==> config.mk <==
export PLATFORM = sky130hd
export DESIGN_NAME = oag_operand_address_generator
export DESIGN_NICKNAME = d
export VERILOG_FILES = /design/src/oag_pkg.sv /design/src/oag_operand_address_generator.sv
export SDC_FILE = /design/constraint.sdc
export NUM_CORES = 1
export LEC_CHECK = 0
export BUFFER_PORTS_ARGS = -buffer_cell sky130_fd_sc_hd__buf_2
export CAP_MARGIN = 20
export CORE_MARGIN = 2
export CORE_UTILIZATION = 30
export DETAILED_ROUTE_END_ITERATION = 8
export PLACE_DENSITY = 0.46
export SETUP_SLACK_MARGIN = 0.2
export SLEW_MARGIN = 20
export SYNTH_ARGS = -nofsm -noshare
export SYNTH_HDL_FRONTEND = slang
export SYNTH_SLANG_ARGS = --single-unit
==> constraint.sdc <==
create_clock -name sys_clk_in -period 10.23 [get_ports sys_clk_in]
set_input_delay 0 -clock sys_clk_in [delete_from_list [all_inputs] [get_ports sys_clk_in]]
set_output_delay 0 -clock sys_clk_in [all_outputs]
set_load 0.02 [all_outputs]
==> src/oag_pkg.sv <==
// package: constants and types for the operand address generator
package oag_pkg;

  // ***************************************************************
  // register map
  // ***************************************************************
  localparam logic [7:0] STACK_POINTER_LOW_ADDR = 8'hd9;
  localparam logic [7:0] WORKING_POINTER_0_ADDR = 8'hd6;
  localparam logic [7:0] WORKING_POINTER_1_ADDR = 8'hd7;
  localparam logic [7:0] WORKING_POINTER_0_RST  = 8'hc0;
  localparam logic [7:0] WORKING_POINTER_1_RST  = 8'hc8;
  localparam logic [7:0] STACK_POINTER_RST      = 8'h00;
  localparam logic [7:0] PROTECTED_BASE         = 8'hc0;

  // ***************************************************************
  // operand decode fields
  // ***************************************************************
  localparam logic [3:0] WORKING_NIBBLE = 4'hc;
  localparam int         POINTER_SEL_BIT = 3;

  // ***************************************************************
  // addressing modes
  // ***************************************************************
  typedef enum logic [2:0]
  {
    MODE_REGISTER             = 3'h0,
    MODE_POINTER_VIA_REGISTER = 3'h1,
    MODE_INDEXED_REG          = 3'h2,
    MODE_INDEXED_MEM_SHORT    = 3'h3,
    MODE_INDEXED_MEM_LONG     = 3'h4,
    MODE_ABSOLUTE_ADDRESS     = 3'h5,
    MODE_VECTOR_TABLE_CALL    = 3'h6,
    MODE_PC_OFFSET            = 3'h7
  } oag_mode_e;

  // ***************************************************************
  // instruction classes
  // ***************************************************************
  typedef enum logic [3:0]
  {
    OP_OTHER                     = 4'h0,
    OP_PLAIN_LOAD                = 4'h1,
    OP_PROGRAM_MEMORY_LOAD       = 4'h2,
    OP_EXTERNAL_DATA_LOAD        = 4'h3,
    OP_ABSOLUTE_JUMP             = 4'h4,
    OP_CALL                      = 4'h5,
    OP_BIT_TEST_BRANCH_FALSE     = 4'h6,
    OP_BIT_TEST_BRANCH_TRUE      = 4'h7,
    OP_DECREMENT_BRANCH_NONZERO  = 4'h8,
    OP_COMPARE_INC_BRANCH_EQUAL  = 4'h9,
    OP_COMPARE_INC_BRANCH_UNEQUAL = 4'ha,
    OP_SHORT_RELATIVE_JUMP       = 4'hb
  } oag_op_e;

  // ***************************************************************
  // stack sequencer
  // ***************************************************************
  typedef enum logic [6:0]
  {
    ST_IDLE     = 7'h01,
    ST_PUSH_PCL = 7'h02,
    ST_PUSH_PCH = 7'h04,
    ST_PUSH_FLG = 7'h08,
    ST_POP_FLG  = 7'h10,
    ST_POP_PCH  = 7'h20,
    ST_POP_PCL  = 7'h40
  } oag_state_e;

  typedef enum logic [1:0]
  {
    STK_NONE      = 2'h0,
    STK_CALL      = 2'h1,
    STK_INTERRUPT = 2'h2
  } oag_frame_e;

endpackage : oag_pkg

==> src/oag_operand_address_generator.sv <==
// module: operand, branch and stack address generation for the core
`timescale 1ns/1ns
// What this block does
// - operand address with upper nibble 1100b is a working-register reference
// - bit 3 picks pointer 0 or 1; pointer high five bits plus low three
// - call pushes program counter; return pops it back
// - interrupt entry pushes program counter and flags, only the program counter if call comes in the same cycle; interrupt return pops both
// - stack pointer decrements before each push, increments after each pop
// - stack pointer is 8-bit at location d9h, reset to 00h
// - stack lives in the 256-byte register file, addressed by 8-bit pointer only
// - register mode uses named register or pair content as operand
// - indirect register: 8-bit content is register address, pair is memory address
// - indirect register access may not reach c0h to ffh of set 1
// - indexed register access adds instruction base to working register offset
// - indexed access may not reach c0h to ffh of set 1
// - indexed memory access adds offset to working register pair base
// - short memory offset is sign-extended, memory accesses only
// - indexed register only for plain load; memory only for its two loads
// - absolute mode takes 16-bit address; jump and call load program counter
// - vector call reads target from low 256 program bytes, upper bits zero
// - vector call mode accepted only for call
// - pc offset mode adds signed displacement to already advanced program counter
// - pc offset mode used by the six branch and short jump instructions
// - register pair: high byte at even address, low byte at odd
// - after reset pointers select c0h-c7h and c8h-cfh
module oag_operand_address_generator
(
  input  wire logic                  sys_clk_in,      // core clock, 25 mhz
  input  wire logic                  resetn_in,       // async reset, active low
  // register port
  input  wire logic [7:0]            reg_addr_in,     // register address
  input  wire logic [7:0]            reg_wdata_in,    // write data
  input  wire logic                  reg_wr_in,       // write strobe
  input  wire logic                  reg_rd_in,       // read strobe
  output logic      [7:0]            reg_rdata_out,   // read data, cycle after strobe
  // address request from the decoder
  input  wire logic                  req_valid_in,    // one-cycle request
  input  wire oag_pkg::oag_mode_e    req_mode_in,     // addressing mode
  input  wire oag_pkg::oag_op_e      req_op_in,       // instruction class
  input  wire logic [7:0]            req_operand_in,  // 8-bit operand field
  input  wire logic [15:0]           req_word_in,     // 16-bit field or offset
  input  wire logic [15:0]           req_pair_in,     // named register pair content
  input  wire logic [7:0]            req_index_in,    // working register content
  input  wire logic                  req_set1_in,     // upper area refers to set 1
  input  wire logic [15:0]           pc_in,           // pc past current instruction
  // answer
  output logic                       res_valid_out,   // one-cycle result strobe
  output logic                       res_error_out,   // illegal mode or range
  output logic [7:0]                 res_reg_addr_out, // register file address
  output logic [7:0]                 res_reg_data_out, // operand value byte
  output logic [15:0]                res_mem_addr_out, // memory or branch address
  output logic                       res_load_pc_out, // result goes to pc
  output logic                       res_vector_out,  // fetch target from low table
  // stack requests
  input  wire logic                  call_in,         // push pc
  input  wire logic                  ret_in,          // pop pc
  input  wire logic                  int_entry_in,    // push pc and flags; pc only when call_in is high too
  input  wire logic                  interrupt_return_in, // pop flags and pc
  input  wire logic [7:0]            flags_in,        // condition flags
  input  wire logic [7:0]            stack_rdata_in,  // register file read data
  output logic                       stack_busy_out,  // sequence running
  output logic                       stack_we_out,    // write strobe to register file
  output logic                       stack_re_out,    // read strobe to register file
  output logic [7:0]                 stack_addr_out,  // stack location
  output logic [7:0]                 stack_wdata_out, // pushed byte
  output logic                       pc_load_out,     // restore pc strobe
  output logic [15:0]                pc_restore_out,  // restored pc
  output logic                       flags_load_out,  // restore flags strobe
  output logic [7:0]                 flags_restore_out // restored flags
);

  // ********
  // state
  // ********
  typedef struct packed
  {
    logic [7:0]          wp0;
    logic [7:0]          wp1;
    logic [7:0]          sp;
    oag_pkg::oag_state_e st;
    logic [15:0]         pc_hold;
    logic [7:0]          flg_hold;
    logic [7:0]          rdata;
    logic                valid;
    logic                error;
    logic [7:0]          reg_addr;
    logic [7:0]          reg_data;
    logic [15:0]         mem_addr;
    logic                load_pc;
    logic                vector;
    logic                we;
    logic                re;
    logic [7:0]          saddr;
    logic [7:0]          swdata;
    logic                pc_load;
    logic [15:0]         pc_rest;
    logic                flg_load;
    logic [7:0]          flg_rest;
    logic                busy;
  } oag_state_s;

  oag_state_s r;
  oag_state_s next_r;

  // ********
  // helpers
  // ********
  function automatic logic [7:0] map_working(input logic [7:0] a, input logic [7:0] p0, input logic [7:0] p1);
    logic [7:0] p;
    p = a[oag_pkg::POINTER_SEL_BIT] ? p1 : p0;
    if (a[7:4] == oag_pkg::WORKING_NIBBLE)
      map_working = {p[7:3], a[2:0]};
    else
      map_working = a;
  endfunction : map_working

  // upper area of set 1 is only for direct register access
  function automatic logic in_protected(input logic [7:0] a, input logic set1);
    in_protected = set1 && (a >= oag_pkg::PROTECTED_BASE);
  endfunction : in_protected

  function automatic logic is_branch(input oag_pkg::oag_op_e op);
    case (op)
      oag_pkg::OP_BIT_TEST_BRANCH_FALSE,
      oag_pkg::OP_BIT_TEST_BRANCH_TRUE,
      oag_pkg::OP_DECREMENT_BRANCH_NONZERO,
      oag_pkg::OP_COMPARE_INC_BRANCH_EQUAL,
      oag_pkg::OP_COMPARE_INC_BRANCH_UNEQUAL,
      oag_pkg::OP_SHORT_RELATIVE_JUMP: is_branch = 1'b1;
      default:                         is_branch = 1'b0;
    endcase
  endfunction : is_branch

  function automatic logic is_mem_load(input oag_pkg::oag_op_e op);
    is_mem_load = (op == oag_pkg::OP_PROGRAM_MEMORY_LOAD) || (op == oag_pkg::OP_EXTERNAL_DATA_LOAD);
  endfunction : is_mem_load

  // ********
  // next state
  // ********
  always_comb
  begin
    logic [7:0] ea;
    ea = 8'h00;
    next_r = r;
    next_r.valid    = 1'b0;
    next_r.we       = 1'b0;
    next_r.re       = 1'b0;
    next_r.pc_load  = 1'b0;
    next_r.flg_load = 1'b0;

    // register port; pointer writes from software steer the address map
    if (reg_wr_in)
    begin
      case (reg_addr_in)
        oag_pkg::STACK_POINTER_LOW_ADDR: next_r.sp  = reg_wdata_in;
        oag_pkg::WORKING_POINTER_0_ADDR: next_r.wp0 = reg_wdata_in;
        oag_pkg::WORKING_POINTER_1_ADDR: next_r.wp1 = reg_wdata_in;
        default: ;
      endcase
    end
    if (reg_rd_in)
    begin
      case (reg_addr_in)
        oag_pkg::STACK_POINTER_LOW_ADDR: next_r.rdata = r.sp;
        oag_pkg::WORKING_POINTER_0_ADDR: next_r.rdata = r.wp0;
        oag_pkg::WORKING_POINTER_1_ADDR: next_r.rdata = r.wp1;
        default:                         next_r.rdata = 8'h00;
      endcase
    end

    // address request
    if (req_valid_in)
    begin
      next_r.valid    = 1'b1;
      next_r.error    = 1'b0;
      next_r.load_pc  = 1'b0;
      next_r.vector   = 1'b0;
      next_r.reg_addr = 8'h00;
      next_r.reg_data = 8'h00;
      next_r.mem_addr = 16'h0000;
      case (req_mode_in)
        oag_pkg::MODE_REGISTER:
        begin
          next_r.reg_addr = map_working(req_operand_in, r.wp0, r.wp1);
          // pair is high byte first, at the even address
          next_r.reg_data = req_operand_in[0] ? req_pair_in[7:0] : req_pair_in[15:8];
          next_r.mem_addr = req_pair_in;
        end
        oag_pkg::MODE_POINTER_VIA_REGISTER:
        begin
          next_r.reg_addr = req_index_in;
          next_r.mem_addr = req_pair_in;
          next_r.error    = in_protected(req_index_in, req_set1_in);
        end
        oag_pkg::MODE_INDEXED_REG:
        begin
          ea = req_operand_in + req_index_in;
          next_r.reg_addr = ea;
          next_r.error = in_protected(ea, req_set1_in)
                         || (req_op_in != oag_pkg::OP_PLAIN_LOAD);
        end
        oag_pkg::MODE_INDEXED_MEM_SHORT:
        begin
          next_r.mem_addr = req_pair_in + {{8{req_word_in[7]}}, req_word_in[7:0]};
          next_r.error    = !is_mem_load(req_op_in);
        end
        oag_pkg::MODE_INDEXED_MEM_LONG:
        begin
          next_r.mem_addr = req_pair_in + req_word_in;
          next_r.error    = !is_mem_load(req_op_in);
        end
        oag_pkg::MODE_ABSOLUTE_ADDRESS:
        begin
          next_r.mem_addr = req_word_in;
          next_r.load_pc  = (req_op_in == oag_pkg::OP_ABSOLUTE_JUMP) || (req_op_in == oag_pkg::OP_CALL);
          next_r.error    = !(next_r.load_pc || is_mem_load(req_op_in));
        end
        oag_pkg::MODE_VECTOR_TABLE_CALL:
        begin
          next_r.mem_addr = {8'h00, req_operand_in};
          next_r.vector   = 1'b1;
          next_r.error    = (req_op_in != oag_pkg::OP_CALL);
        end
        oag_pkg::MODE_PC_OFFSET:
        begin
          next_r.mem_addr = pc_in + {{8{req_operand_in[7]}}, req_operand_in};
          next_r.load_pc  = 1'b1;
          next_r.error    = !is_branch(req_op_in);
        end
        default: next_r.error = 1'b1;
      endcase
    end

    // stack sequencer; byte-wide pointer wraps inside the 256-byte file
    case (r.st)
      oag_pkg::ST_IDLE:
      begin
        if (call_in || int_entry_in)
        begin
          next_r.pc_hold  = pc_in;
          next_r.flg_hold = flags_in;
          next_r.st       = oag_pkg::ST_PUSH_PCL;
        end
        else if (interrupt_return_in)
          next_r.st = oag_pkg::ST_POP_FLG;
        else if (ret_in)
          next_r.st = oag_pkg::ST_POP_PCH;
        // remember whether flags follow the pc on the stack
        if (int_entry_in && !call_in)
          next_r.saddr = 8'h01;
        else if (call_in)
          next_r.saddr = 8'h00;
      end
      oag_pkg::ST_PUSH_PCL:
      begin
        next_r.sp     = r.sp - 8'h01;
        next_r.swdata = r.pc_hold[7:0];
        next_r.we     = 1'b1;
        next_r.st     = oag_pkg::ST_PUSH_PCH;
      end
      oag_pkg::ST_PUSH_PCH:
      begin
        next_r.sp     = r.sp - 8'h01;
        next_r.swdata = r.pc_hold[15:8];
        next_r.we     = 1'b1;
        next_r.st     = (r.saddr == 8'h01) ? oag_pkg::ST_PUSH_FLG : oag_pkg::ST_IDLE;
      end
      oag_pkg::ST_PUSH_FLG:
      begin
        next_r.sp     = r.sp - 8'h01;
        next_r.swdata = r.flg_hold;
        next_r.we     = 1'b1;
        next_r.st     = oag_pkg::ST_IDLE;
      end
      oag_pkg::ST_POP_FLG:
      begin
        next_r.flg_rest = stack_rdata_in;
        next_r.flg_load = 1'b1;
        next_r.sp       = r.sp + 8'h01;
        next_r.st       = oag_pkg::ST_POP_PCH;
      end
      oag_pkg::ST_POP_PCH:
      begin
        next_r.pc_rest[15:8] = stack_rdata_in;
        next_r.sp            = r.sp + 8'h01;
        next_r.st            = oag_pkg::ST_POP_PCL;
      end
      oag_pkg::ST_POP_PCL:
      begin
        next_r.pc_rest[7:0] = stack_rdata_in;
        next_r.pc_load      = 1'b1;
        next_r.sp           = r.sp + 8'h01;
        next_r.st           = oag_pkg::ST_IDLE;
      end
      default: next_r.st = oag_pkg::ST_IDLE;
    endcase

    // stack bus: write goes to the already decremented pointer, reads take the top
    case (next_r.st)
      oag_pkg::ST_POP_FLG,
      oag_pkg::ST_POP_PCH,
      oag_pkg::ST_POP_PCL: next_r.re = 1'b1;
      default:             next_r.re = 1'b0;
    endcase
    if (r.st != oag_pkg::ST_IDLE || next_r.re)
      next_r.saddr = r.saddr;
    // busy is its own flop so the output carries no decode
    next_r.busy = (next_r.st != oag_pkg::ST_IDLE);
  end

  // ********
  // registers
  // ********
  always_ff @(posedge sys_clk_in or negedge resetn_in)
  begin
    if (!resetn_in)
    begin
      r     <= '0;
      r.st  <= oag_pkg::ST_IDLE;
      r.wp0 <= oag_pkg::WORKING_POINTER_0_RST;
      r.wp1 <= oag_pkg::WORKING_POINTER_1_RST;
      r.sp  <= oag_pkg::STACK_POINTER_RST;
    end
    else
      r <= next_r;
  end

  // ********
  // outputs
  // ********
  assign reg_rdata_out     = r.rdata;
  assign res_valid_out     = r.valid;
  assign res_error_out     = r.error;
  assign res_reg_addr_out  = r.reg_addr;
  assign res_reg_data_out  = r.reg_data;
  assign res_mem_addr_out  = r.mem_addr;
  assign res_load_pc_out   = r.load_pc;
  assign res_vector_out    = r.vector;
  assign stack_busy_out    = r.busy;
  assign stack_we_out      = r.we;
  assign stack_re_out      = r.re;
  assign stack_addr_out    = r.sp;
  assign stack_wdata_out   = r.swdata;
  assign pc_load_out       = r.pc_load;
  assign pc_restore_out    = r.pc_rest;
  assign flags_load_out    = r.flg_load;
  assign flags_restore_out = r.flg_rest;

endmodule : oag_operand_address_generator

# --- Yosys cells after proc, flatten, opt, wreduce, memory -nomap -nowiden ---
# Cells that the tools add are included.
word_totals:
  wordCells: 127
  in_bits: 113
  reg_bits: 144
op_classes:
  bitwise_logic: 1
  n_addsub: 6
  n_mux: 29
  n_eq_ne: 36
  reduce_logical: 29
  magnitude_cmp: 2
op_table:
  columns: ["cell", "n"]
  rows:
  - ["case mux 16 bit (6 select lines)", 1]
  - ["case mux 8 bit (3 select lines)", 3]
  - ["two-way mux 8 bit", 8]
  - ["adder 16 bit", 3]
  - ["two-way mux 36 bit", 1]
  - ["case mux 7 bit (5 select lines)", 1]
  - ["equality test 8 bit, second input constant", 3]
  - ["two-way mux 7 bit", 3]
  - ["equality test 4 bit, second input constant", 5]
  - ["equality test 4 x 3 -> 1 bit, second input constant", 4]
  - ["greater-or-equal comparator 8 bit, second input constant", 2]
  - ["case mux 8 bit (2 select lines)", 1]
  - ["equality test 7 x 5 -> 1 bit, second input constant", 2]
  - ["equality test 7 x 6 -> 1 bit, second input constant", 2]
  - ["equality test 7 bit, second input constant", 2]
  - ["inequality test 7 x 1 -> 1 bit, second input constant", 2]
  - ["equality test 3 bit, second input constant", 4]
  - ["two-way mux 9 bit", 1]
  - ["nonzero test 3 bit", 3]
  - ["OR reduction 3 bit", 3]
  - ["adder 8 x 1 -> 8 bit, second input constant", 1]
  - ["adder 8 bit", 1]
  - ["equality test 4 x 2 -> 1 bit, second input constant", 2]
  - ["equality test 8 x 1 -> 1 bit, second input constant", 1]
  - ["23 further kinds", 44]

# --- Depth between registers and ports, before layout ---
# Gate-level depths: netlist of the first run.
logic_depth:
  depth_word: 10
  mapped_depth: 13

# --- Least setup slack after synthesis of the first run ---
# OpenSTA, ideal clock, no wires.
synth_path:
  path_type: "flip-flop to flip-flop"
  start: "reg r[113] (netlist bit)"
  end: "reg r, in the netlist stack_addr_out[7]"
  slack_ns: 6.970
  t_arrival_ns: 3.179
  path_stages_with_launch: 13
  n_path_buf: 1
  setup_time_ns: 0.080
  path_cell_list: "dfstp_2 -> clkbuf_1 -> nor4_1 -> o21a_1 -> inv_1 -> ha_1 -> a21o_1 -> a21oi_1 -> o21bai_1 -> a2111oi_2 -> o21ai_2 -> mux2_4 -> nor3_2"
synth_between:
  elab_chain_len: 4
synth_lines:
  columns: ["element", "line", "rtl"]
  rows:
  - ["from (decl)", "oag_operand_address_generator.sv:102", "oag_state_s r;"]
  - ["from (signal assigned)", "oag_operand_address_generator.sv:326", "r <= next_r;"]
  - ["equality test 7 bit, or another cell as far along", "oag_operand_address_generator.sv:236", "case (r.st)"]
  - ["OR reduction 3 bit (no source line)", null, null]
  - ["nonzero test 3 bit (no source line)", null, null]
  - ["AND reduction 2 bit (no source line)", null, null]
# Several ways; a longest one is shown, not always the timed one.
# A chain may end at the register's enable or synchronous reset.

# --- Final worst setup path of the first run ---
layout_path:
  start: "reg r[116] (netlist bit)"
  end: "reg r, in the netlist stack_addr_out[7]"
# Same word-level chain as after synthesis.

==> impl_results.md, run 1 <==
- Die height: 181.1 um
- Syn Nets: 1,247
- Full die area: 32,790 um^2
- Seq/Total Area, Yosys: 36.52%
- #FFs+latches synth: 137
- Worst hold path stage count: 4
- Synthesized area per cell: 8.655 um^2
- Share of post-route cells with drive strength above 1: 23.86%
- Cells after synthesis: 1,087
- Area leader, netlist: dfrtp_1
- Final TNS setup: 0 ns
- Worst slew margin: 24.87%
- Setup Viol. Count Final: 0
- Max-slew violations: 0
- Iter 0 DRT Violations: 413
- CP Class: reg2reg
- Filler instances: 3,225
- Postcts setup bufs: 0
- Drt drc: 0
- Post-synth EDFFs: 0
- Worst VDD drop: 0.0001198 V
- Pin count of the biggest net entering global routing: 72
- CP endpoint kind: flop
- DR WL/cell: 17.54 um
- Initial antenna violation count: 5
- Clock sink count: 137
- Leak Pwr: 0.005442 uW
- First-pass GRT wire length: 46,730 um
- CTS tree: built
- Ys async rst share: 100.0%
- Period utilization: 39.26%
- H-Tree Depth: 4
- Initial Util: 30.59%
- Area of the multi-input gates: 5014 um^2
- Max cap viols: 0
- Drt first pass iters: 5
- Vias in the first global route: 8,186
- Design area: 11,590 um^2
- Unique masters post-synth: 75
- Worst Setup Start Kind: flop
- Worst Path Arrival: 4.38 ns
- Clock Path Buffers: 2
- Final hold vios: 0
- Clk root buf: clkbuf_16
- Worst-Skew Late Latency: 0.43 ns
- IO Pins: 202
- Chip width: 181.1 um
- DRT Wirelength: 29,310 um
- GR Overflow Total: 0
- HPWL after DPL: 21,740 um
- Status: completed
- Vias per inst: 4.943
- P&R area growth vs syn: 23.17%
- RSZ-0062 raised after global routing: no
- Top-area cell type share of the netlist area: 34.85%
- Core footprint: 30,750 um^2
- Synth warn: 0
- Pwr per Cell Area: 211.3 nW/um^2
- Total CTS buffers: 17
- Tmin final: 4.016 ns
- Worst Tran Pin Value: 1.123 ns
- Fmax: 0.2490 GHz
- Dpl cell area: 10,140 um^2
- Worst Skew: 0.01144 ns
- Synth Cell Area: 9408 um^2
- Antenna Violating Nets Remaining: 0
- # nets final: 1,421
- Largest cells by area after synthesis: dfrtp_1 (35%), nand2_1 (7.7%), buf_4 (6.4%), ha_1 (5.7%), mux2_2 (4.5%)
- Num rows: 64
- Via Count: 8,260
- R2r setup slk: 6.21 ns
- Hold crit path type: in2reg
- CP Max Fanout: 37
- Worst r2r path cells: 11
- Worst-path clk slew: 0.07 ns
- Required time worst endpoint: 10.59 ns
- Fin cells: 1,671
- Gr usage total: 18.13%
- RePlAce Congestion: 0.8238
- Inst Count DP: 1,562
- Synth Flop Type: dfrtp_1
- Area occupied by registers: 3436 um^2
- Port bufs: 201
[cell usage in the layout, fill, tap and decap left out, types with 7 or more instances in the layout]
cell type	count
o21ai_0	52
o21bai_1	7
dfrtp_1	131
nor2_1	79
nand3_1	20
nand2_1	193
dlygate4sd3_1	76
inv_1	33
mux2i_1	12
nor3_1	19
nor2b_1	24
a21o_1	19
o211ai_1	8
o221ai_1	10
a21oi_1	81
mux2_2	38
ha_1	43
a22oi_1	13
xnor2_1	22
buf_2	200
xor2_1	13
clkbuf_16	17
a31oi_1	11
o21a_1	9
o2bb2ai_1	8
[path summary, 6_finish.rpt]
path                                       end              start
min in group asynchronous                r[93]          resetn_in
max in group asynchronous  res_reg_addr_out[5]          resetn_in
setup reg to reg             stack_addr_out[7]             r[116]
hold reg to reg              pc_restore_out[2]  pc_restore_out[2]
hold / removal             res_reg_data_out[0]     req_pair_in[0]
setup / recovery             stack_addr_out[7]             r[116]
[critical path, stage by stage, from the launching register on]
cell and delay, ns:
dfrtp_1 0.74, nor4_1 0.59, o21a_1 0.42, inv_1 0.22, ha_1 0.31, a21o_1 0.17
a21oi_1 0.21, o21bai_1 0.14, a2111oi_2 0.54, o21ai_2 0.12, mux2_4 0.31, nor3_2 0.16
[Yosys cell counts, drive strengths merged (10+ instances only)]
library cell	count
nor2	81
clkbuf	30
nand2	193
a21oi	81
nand3	20
a31oi	11
o221ai	10
ha	43
dfrtp	131
xor2	13
nor3	23
xnor2	22
a21o	19
inv	33
o21ai	56
nor2b	24
buf	97
mux2	39
a22oi	13
mux2i	12
[per-stage QoR]
step | utilization [%] | hold WS (ns) | setup slack, ns | power (uW)
3_3_place_gp | 32.97 | 0.09080 | 6.332 | 1712
4_1_cts | 37.68 | 0.004273 | 6.194 | 2485
3_5_place_dp | 32.99 | 0.08923 | 6.201 | 1717
2_1_floorplan | - | -0.2956 | 6.970 | 1552
6_report | 37.68 | 0.01129 | 6.214 | 2449
5_1_grt | 37.68 | 0.01185 | 5.825 | 2629
[where the power goes]
part | leakage, uW | switching, uW | internal [uW] | total (uW)
Clock | 0.000331 | 256 | 466 | 721
Combinational | 0.00344 | 547 | 356 | 904
Sequential | 0.00167 | 127 | 697 | 824
[routing by layer]
metal	vias to the layer above	share of wire [%]	global-route usage [%]
li1	4105	-	-
met1	3914	49	24.94
met2	198	45	28.28
met3	35	4.2	4.031
met4	8	1.8	5.821
met5	-	0.19	0
[cell type report]
class / count / share of cell area (%)
Clock buffer: 18 / 3.790
Antenna cell: 1 / 0.02160
Timing Repair Buffer: 282 / 15.62
Tap cell: 396 / 4.276
Inverter: 38 / 1.285
Multi-Input combinational cell: 785 / 43.27
Sequential cell: 137 / 29.65
Clock inverter: 14 / 2.084
[what timing repair did]
| item | CTS | global route |
|---|---|---|
| resized for setup | 0 | 0 |
| hold buffers | 76 | 0 |
| endpoints found under the hold margin | 178 | 0 |
[sequential cells by signal, summed over array words and instances (netlist names), 8 cells and up]
| signal | cells |
|---|---|
| res_reg_data_out | 8 |
| stack_addr_out | 8 |
| pc_restore_out | 16 |
| stack_wdata_out | 8 |
| reg_rdata_out | 8 |
| res_reg_addr_out | 8 |
| res_mem_addr_out | 16 |
| r | 48 |
| flags_restore_out | 8 |
[cells by family after synthesis]
group,after synthesis,share of synthesized area (%)
muxes,53,6.464
and+or+nand+nor,379,18.03
DFF,137,36.52
adders and majority gates,47,6.570
xor gates and xnor gates,35,3.258
buffers and inverters,165,10.24
AOI/OAI and AO/OA,271,18.91
No activity file was read; power rests on OpenSTA's default activity.
==> run 2, diff against run 1 <==
--- a/config.mk
+++ b/config.mk
@@ -10,7 +10,7 @@
 export CORE_MARGIN = 2
 export CORE_UTILIZATION = 30
 export DETAILED_ROUTE_END_ITERATION = 8
-export PLACE_DENSITY = 0.46
+export PLACE_DENSITY = 0.48
 export SETUP_SLACK_MARGIN = 0.2
 export SLEW_MARGIN = 20
 export SYNTH_ARGS = -nofsm -noshare
==> constraint.sdc (replaced) <==
create_clock -name sys_clk_in -period 3.4 [get_ports sys_clk_in]
set_input_delay 0 -clock sys_clk_in [delete_from_list [all_inputs] [get_ports sys_clk_in]]
set_output_delay 0 -clock sys_clk_in [all_outputs]
set_load 0.02 [all_outputs]
==> impl_results.md, run 2 (synthesis gave the netlist of run 1 again) <==
- Worst hold path stage count: 4
- Required time worst endpoint: 3.77 ns
- CP Max Fanout: 7
- Full die area: 32,790 um^2
- DR WL/cell: 17.59 um
- Antenna Violating Nets Remaining: 0
- Net switching power: 2861 uW
- Num rows: 64
- Final total power: 7345 uW
- CTS tree: built
- Via Count: 8,346
- CP endpoint kind: flop
- # nets final: 1,442
- Iter 0 DRT Violations: 442
- Commonest cells after routing, fill and taps aside: buf_2 (200), nand2_1 (193), dfrtp_1 (131)
- CP Class: reg2reg
- Worst Setup Start Kind: flop
- Cell Chain, Critical Path: xnor2_1 -> nor2_1 -> o21a_2 -> inv_2 -> ha_1 -> a21o_1 -> a21oi_2 -> o21bai_1 -> a2111oi_4 -> o21ai_2 -> mux2_4 -> nor3_2
- Leak Pwr: 0.005515 uW
- Clock power share: 27.8%
- Worst Path Arrival: 3.31 ns
- Hold crit path type: in2reg
- Total CTS buffers: 17
- Min Hold Slack: 0.02371 ns
- Clock Path Buffers: 2
- Seq pwr share: 33.3%
- Commonest non-fill, non-tap cell in the layout: buf_2
- Worst r2r src: r[117]
- Hold Path End: res_mem_addr_out[14]
- DRT Wirelength: 29,800 um
- Tmin final: 2.936 ns
- Initial Util: 30.59%
- Worst hold path startpoint: req_pair_in[14]
- P&R area growth vs syn: 24.80%
- Core footprint: 30,750 um^2
- RSZ-0062 raised after global routing: no
- Worst slew margin: 39.77%
- Gr usage total: 18.28%
- First-pass GRT wire length: 46,910 um
- Clock sink count: 137
- Max reg flops: 48
- Worst r2r path cells: 12
- IO Pins: 202
- RePlAce Congestion: 0.8419
- Chip width: 181.1 um
- Setup Viol. Count Final: 0
- Fmax: 0.3406 GHz
- Pwr per Cell Area: 625.6 nW/um^2
- Max-slew violations: 0
- Switching part of the total: 38.95%
- Final hold vios: 0
- Period utilization: 86.35%
- Top reg by flops: r
- H-Tree Depth: 4
- Pin count of the biggest net entering global routing: 75
- Die height: 181.1 um
- Max cap viols: 0
- Initial antenna violation count: 6
- R2r setup slk: 0.46 ns
- Status: completed
- Worst-path clk slew: 0.07 ns
- Worst-Skew Late Latency: 0.44 ns
- Clk root buf: clkbuf_16
- Drt drc: 0
- Share of post-route cells with drive strength above 1: 24.94%
- Vias per inst: 4.927
- HPWL after DPL: 21,810 um
- Final TNS setup: 0 ns
- End of the worst register-to-register path: stack_addr_out[7]
- Slowest CP cell: dfrtp_1
- Combinational Power Share: 38.9%
- Internal power: 4484 uW
- GR Overflow Total: 0
- Max incr delay on CP: 0.46 ns
- Worst VDD drop: 0.0003770 V
- Vias in the first global route: 8,298
- Worst Tran Pin Value: 0.9001 ns
- Fin util: 38.18%
- Worst Skew: 0.01362 ns
- Pre-CTS setup slack: 0.2024 ns
- Port bufs: 201
- Drt first pass iters: 8
- Post-layout worst setup margin: 0.4641 ns
run 2: how the worst max path moves through the flow:
stage | from | to | slack (ns)
after detailed placement | r[113] | stack_addr_out[7] | 0.20
after global placement | r[113] | stack_addr_out[7] | 0.26
final | r[117] | stack_addr_out[7] | 0.46
after floorplan | r[113] | stack_addr_out[7] | 0.24
after global routing | r[113] | stack_addr_out[7] | 0.24
after CTS | r[113] | stack_addr_out[7] | 0.22
run 2: power by group through the flow:
stage / clock network (uW) / registers [uW] / logic [uW]
after detailed placement: 0 / 2470 / 2740
after global placement: 0 / 2470 / 2710
final: 2040 / 2450 / 2860
after CTS: 2100 / 2450 / 2850
after global routing: 2180 / 2510 / 3200
after floorplan: 0 / 2360 / 2310
run 2: repair_timing:
action	in CTS	in global routing
hold buffers	80	0
endpoints found under the hold margin	172	0
resized for setup	0	6
endpoints found under the setup margin	1	1
setup buffers	0	1
pin swaps	1	1
run 2: per-layer routing:
layer / global-route usage (%) / vias to the layer above / share of wire, %
li1: - / 4138 / -
met1: 24.92 / 3972 / 48
met2: 29.00 / 199 / 46
met3: 4.011 / 31 / 4.4
met4: 5.463 / 6 / 1.5
met5: 0 / - / 0.12
run 2: final cells by class:
type	instances	area, um^2
clock inverter	11	173.9
antenna	3	7.507
tap	396	495.5
multi-input combinational	785	5051
sequential	137	3436
fill	3200	19010
inverter	38	148.9
timing repair buffer	303	1978
clock buffer	21	450.4
run 2: critical path: cells and delay by family, from the launching register on:
family	cells	cell delay [ns]
and+or+nand+nor	2	0.21
adders and majority gates	1	0.24
AOI/OAI and AO/OA	6	1.33
buffers and inverters	1	0.13
DFF	1	0.46
xor gates and xnor gates	1	0.18
muxes	1	0.30
run 2: through the flow:
step	area, um^2	cells
3_3_place_gp	10260	1578
3_5_place_dp	10260	1578
6_report	11740	1694
4_1_cts	11690	1690
2_1_floorplan	9414	1087
5_1_grt	11730	1691
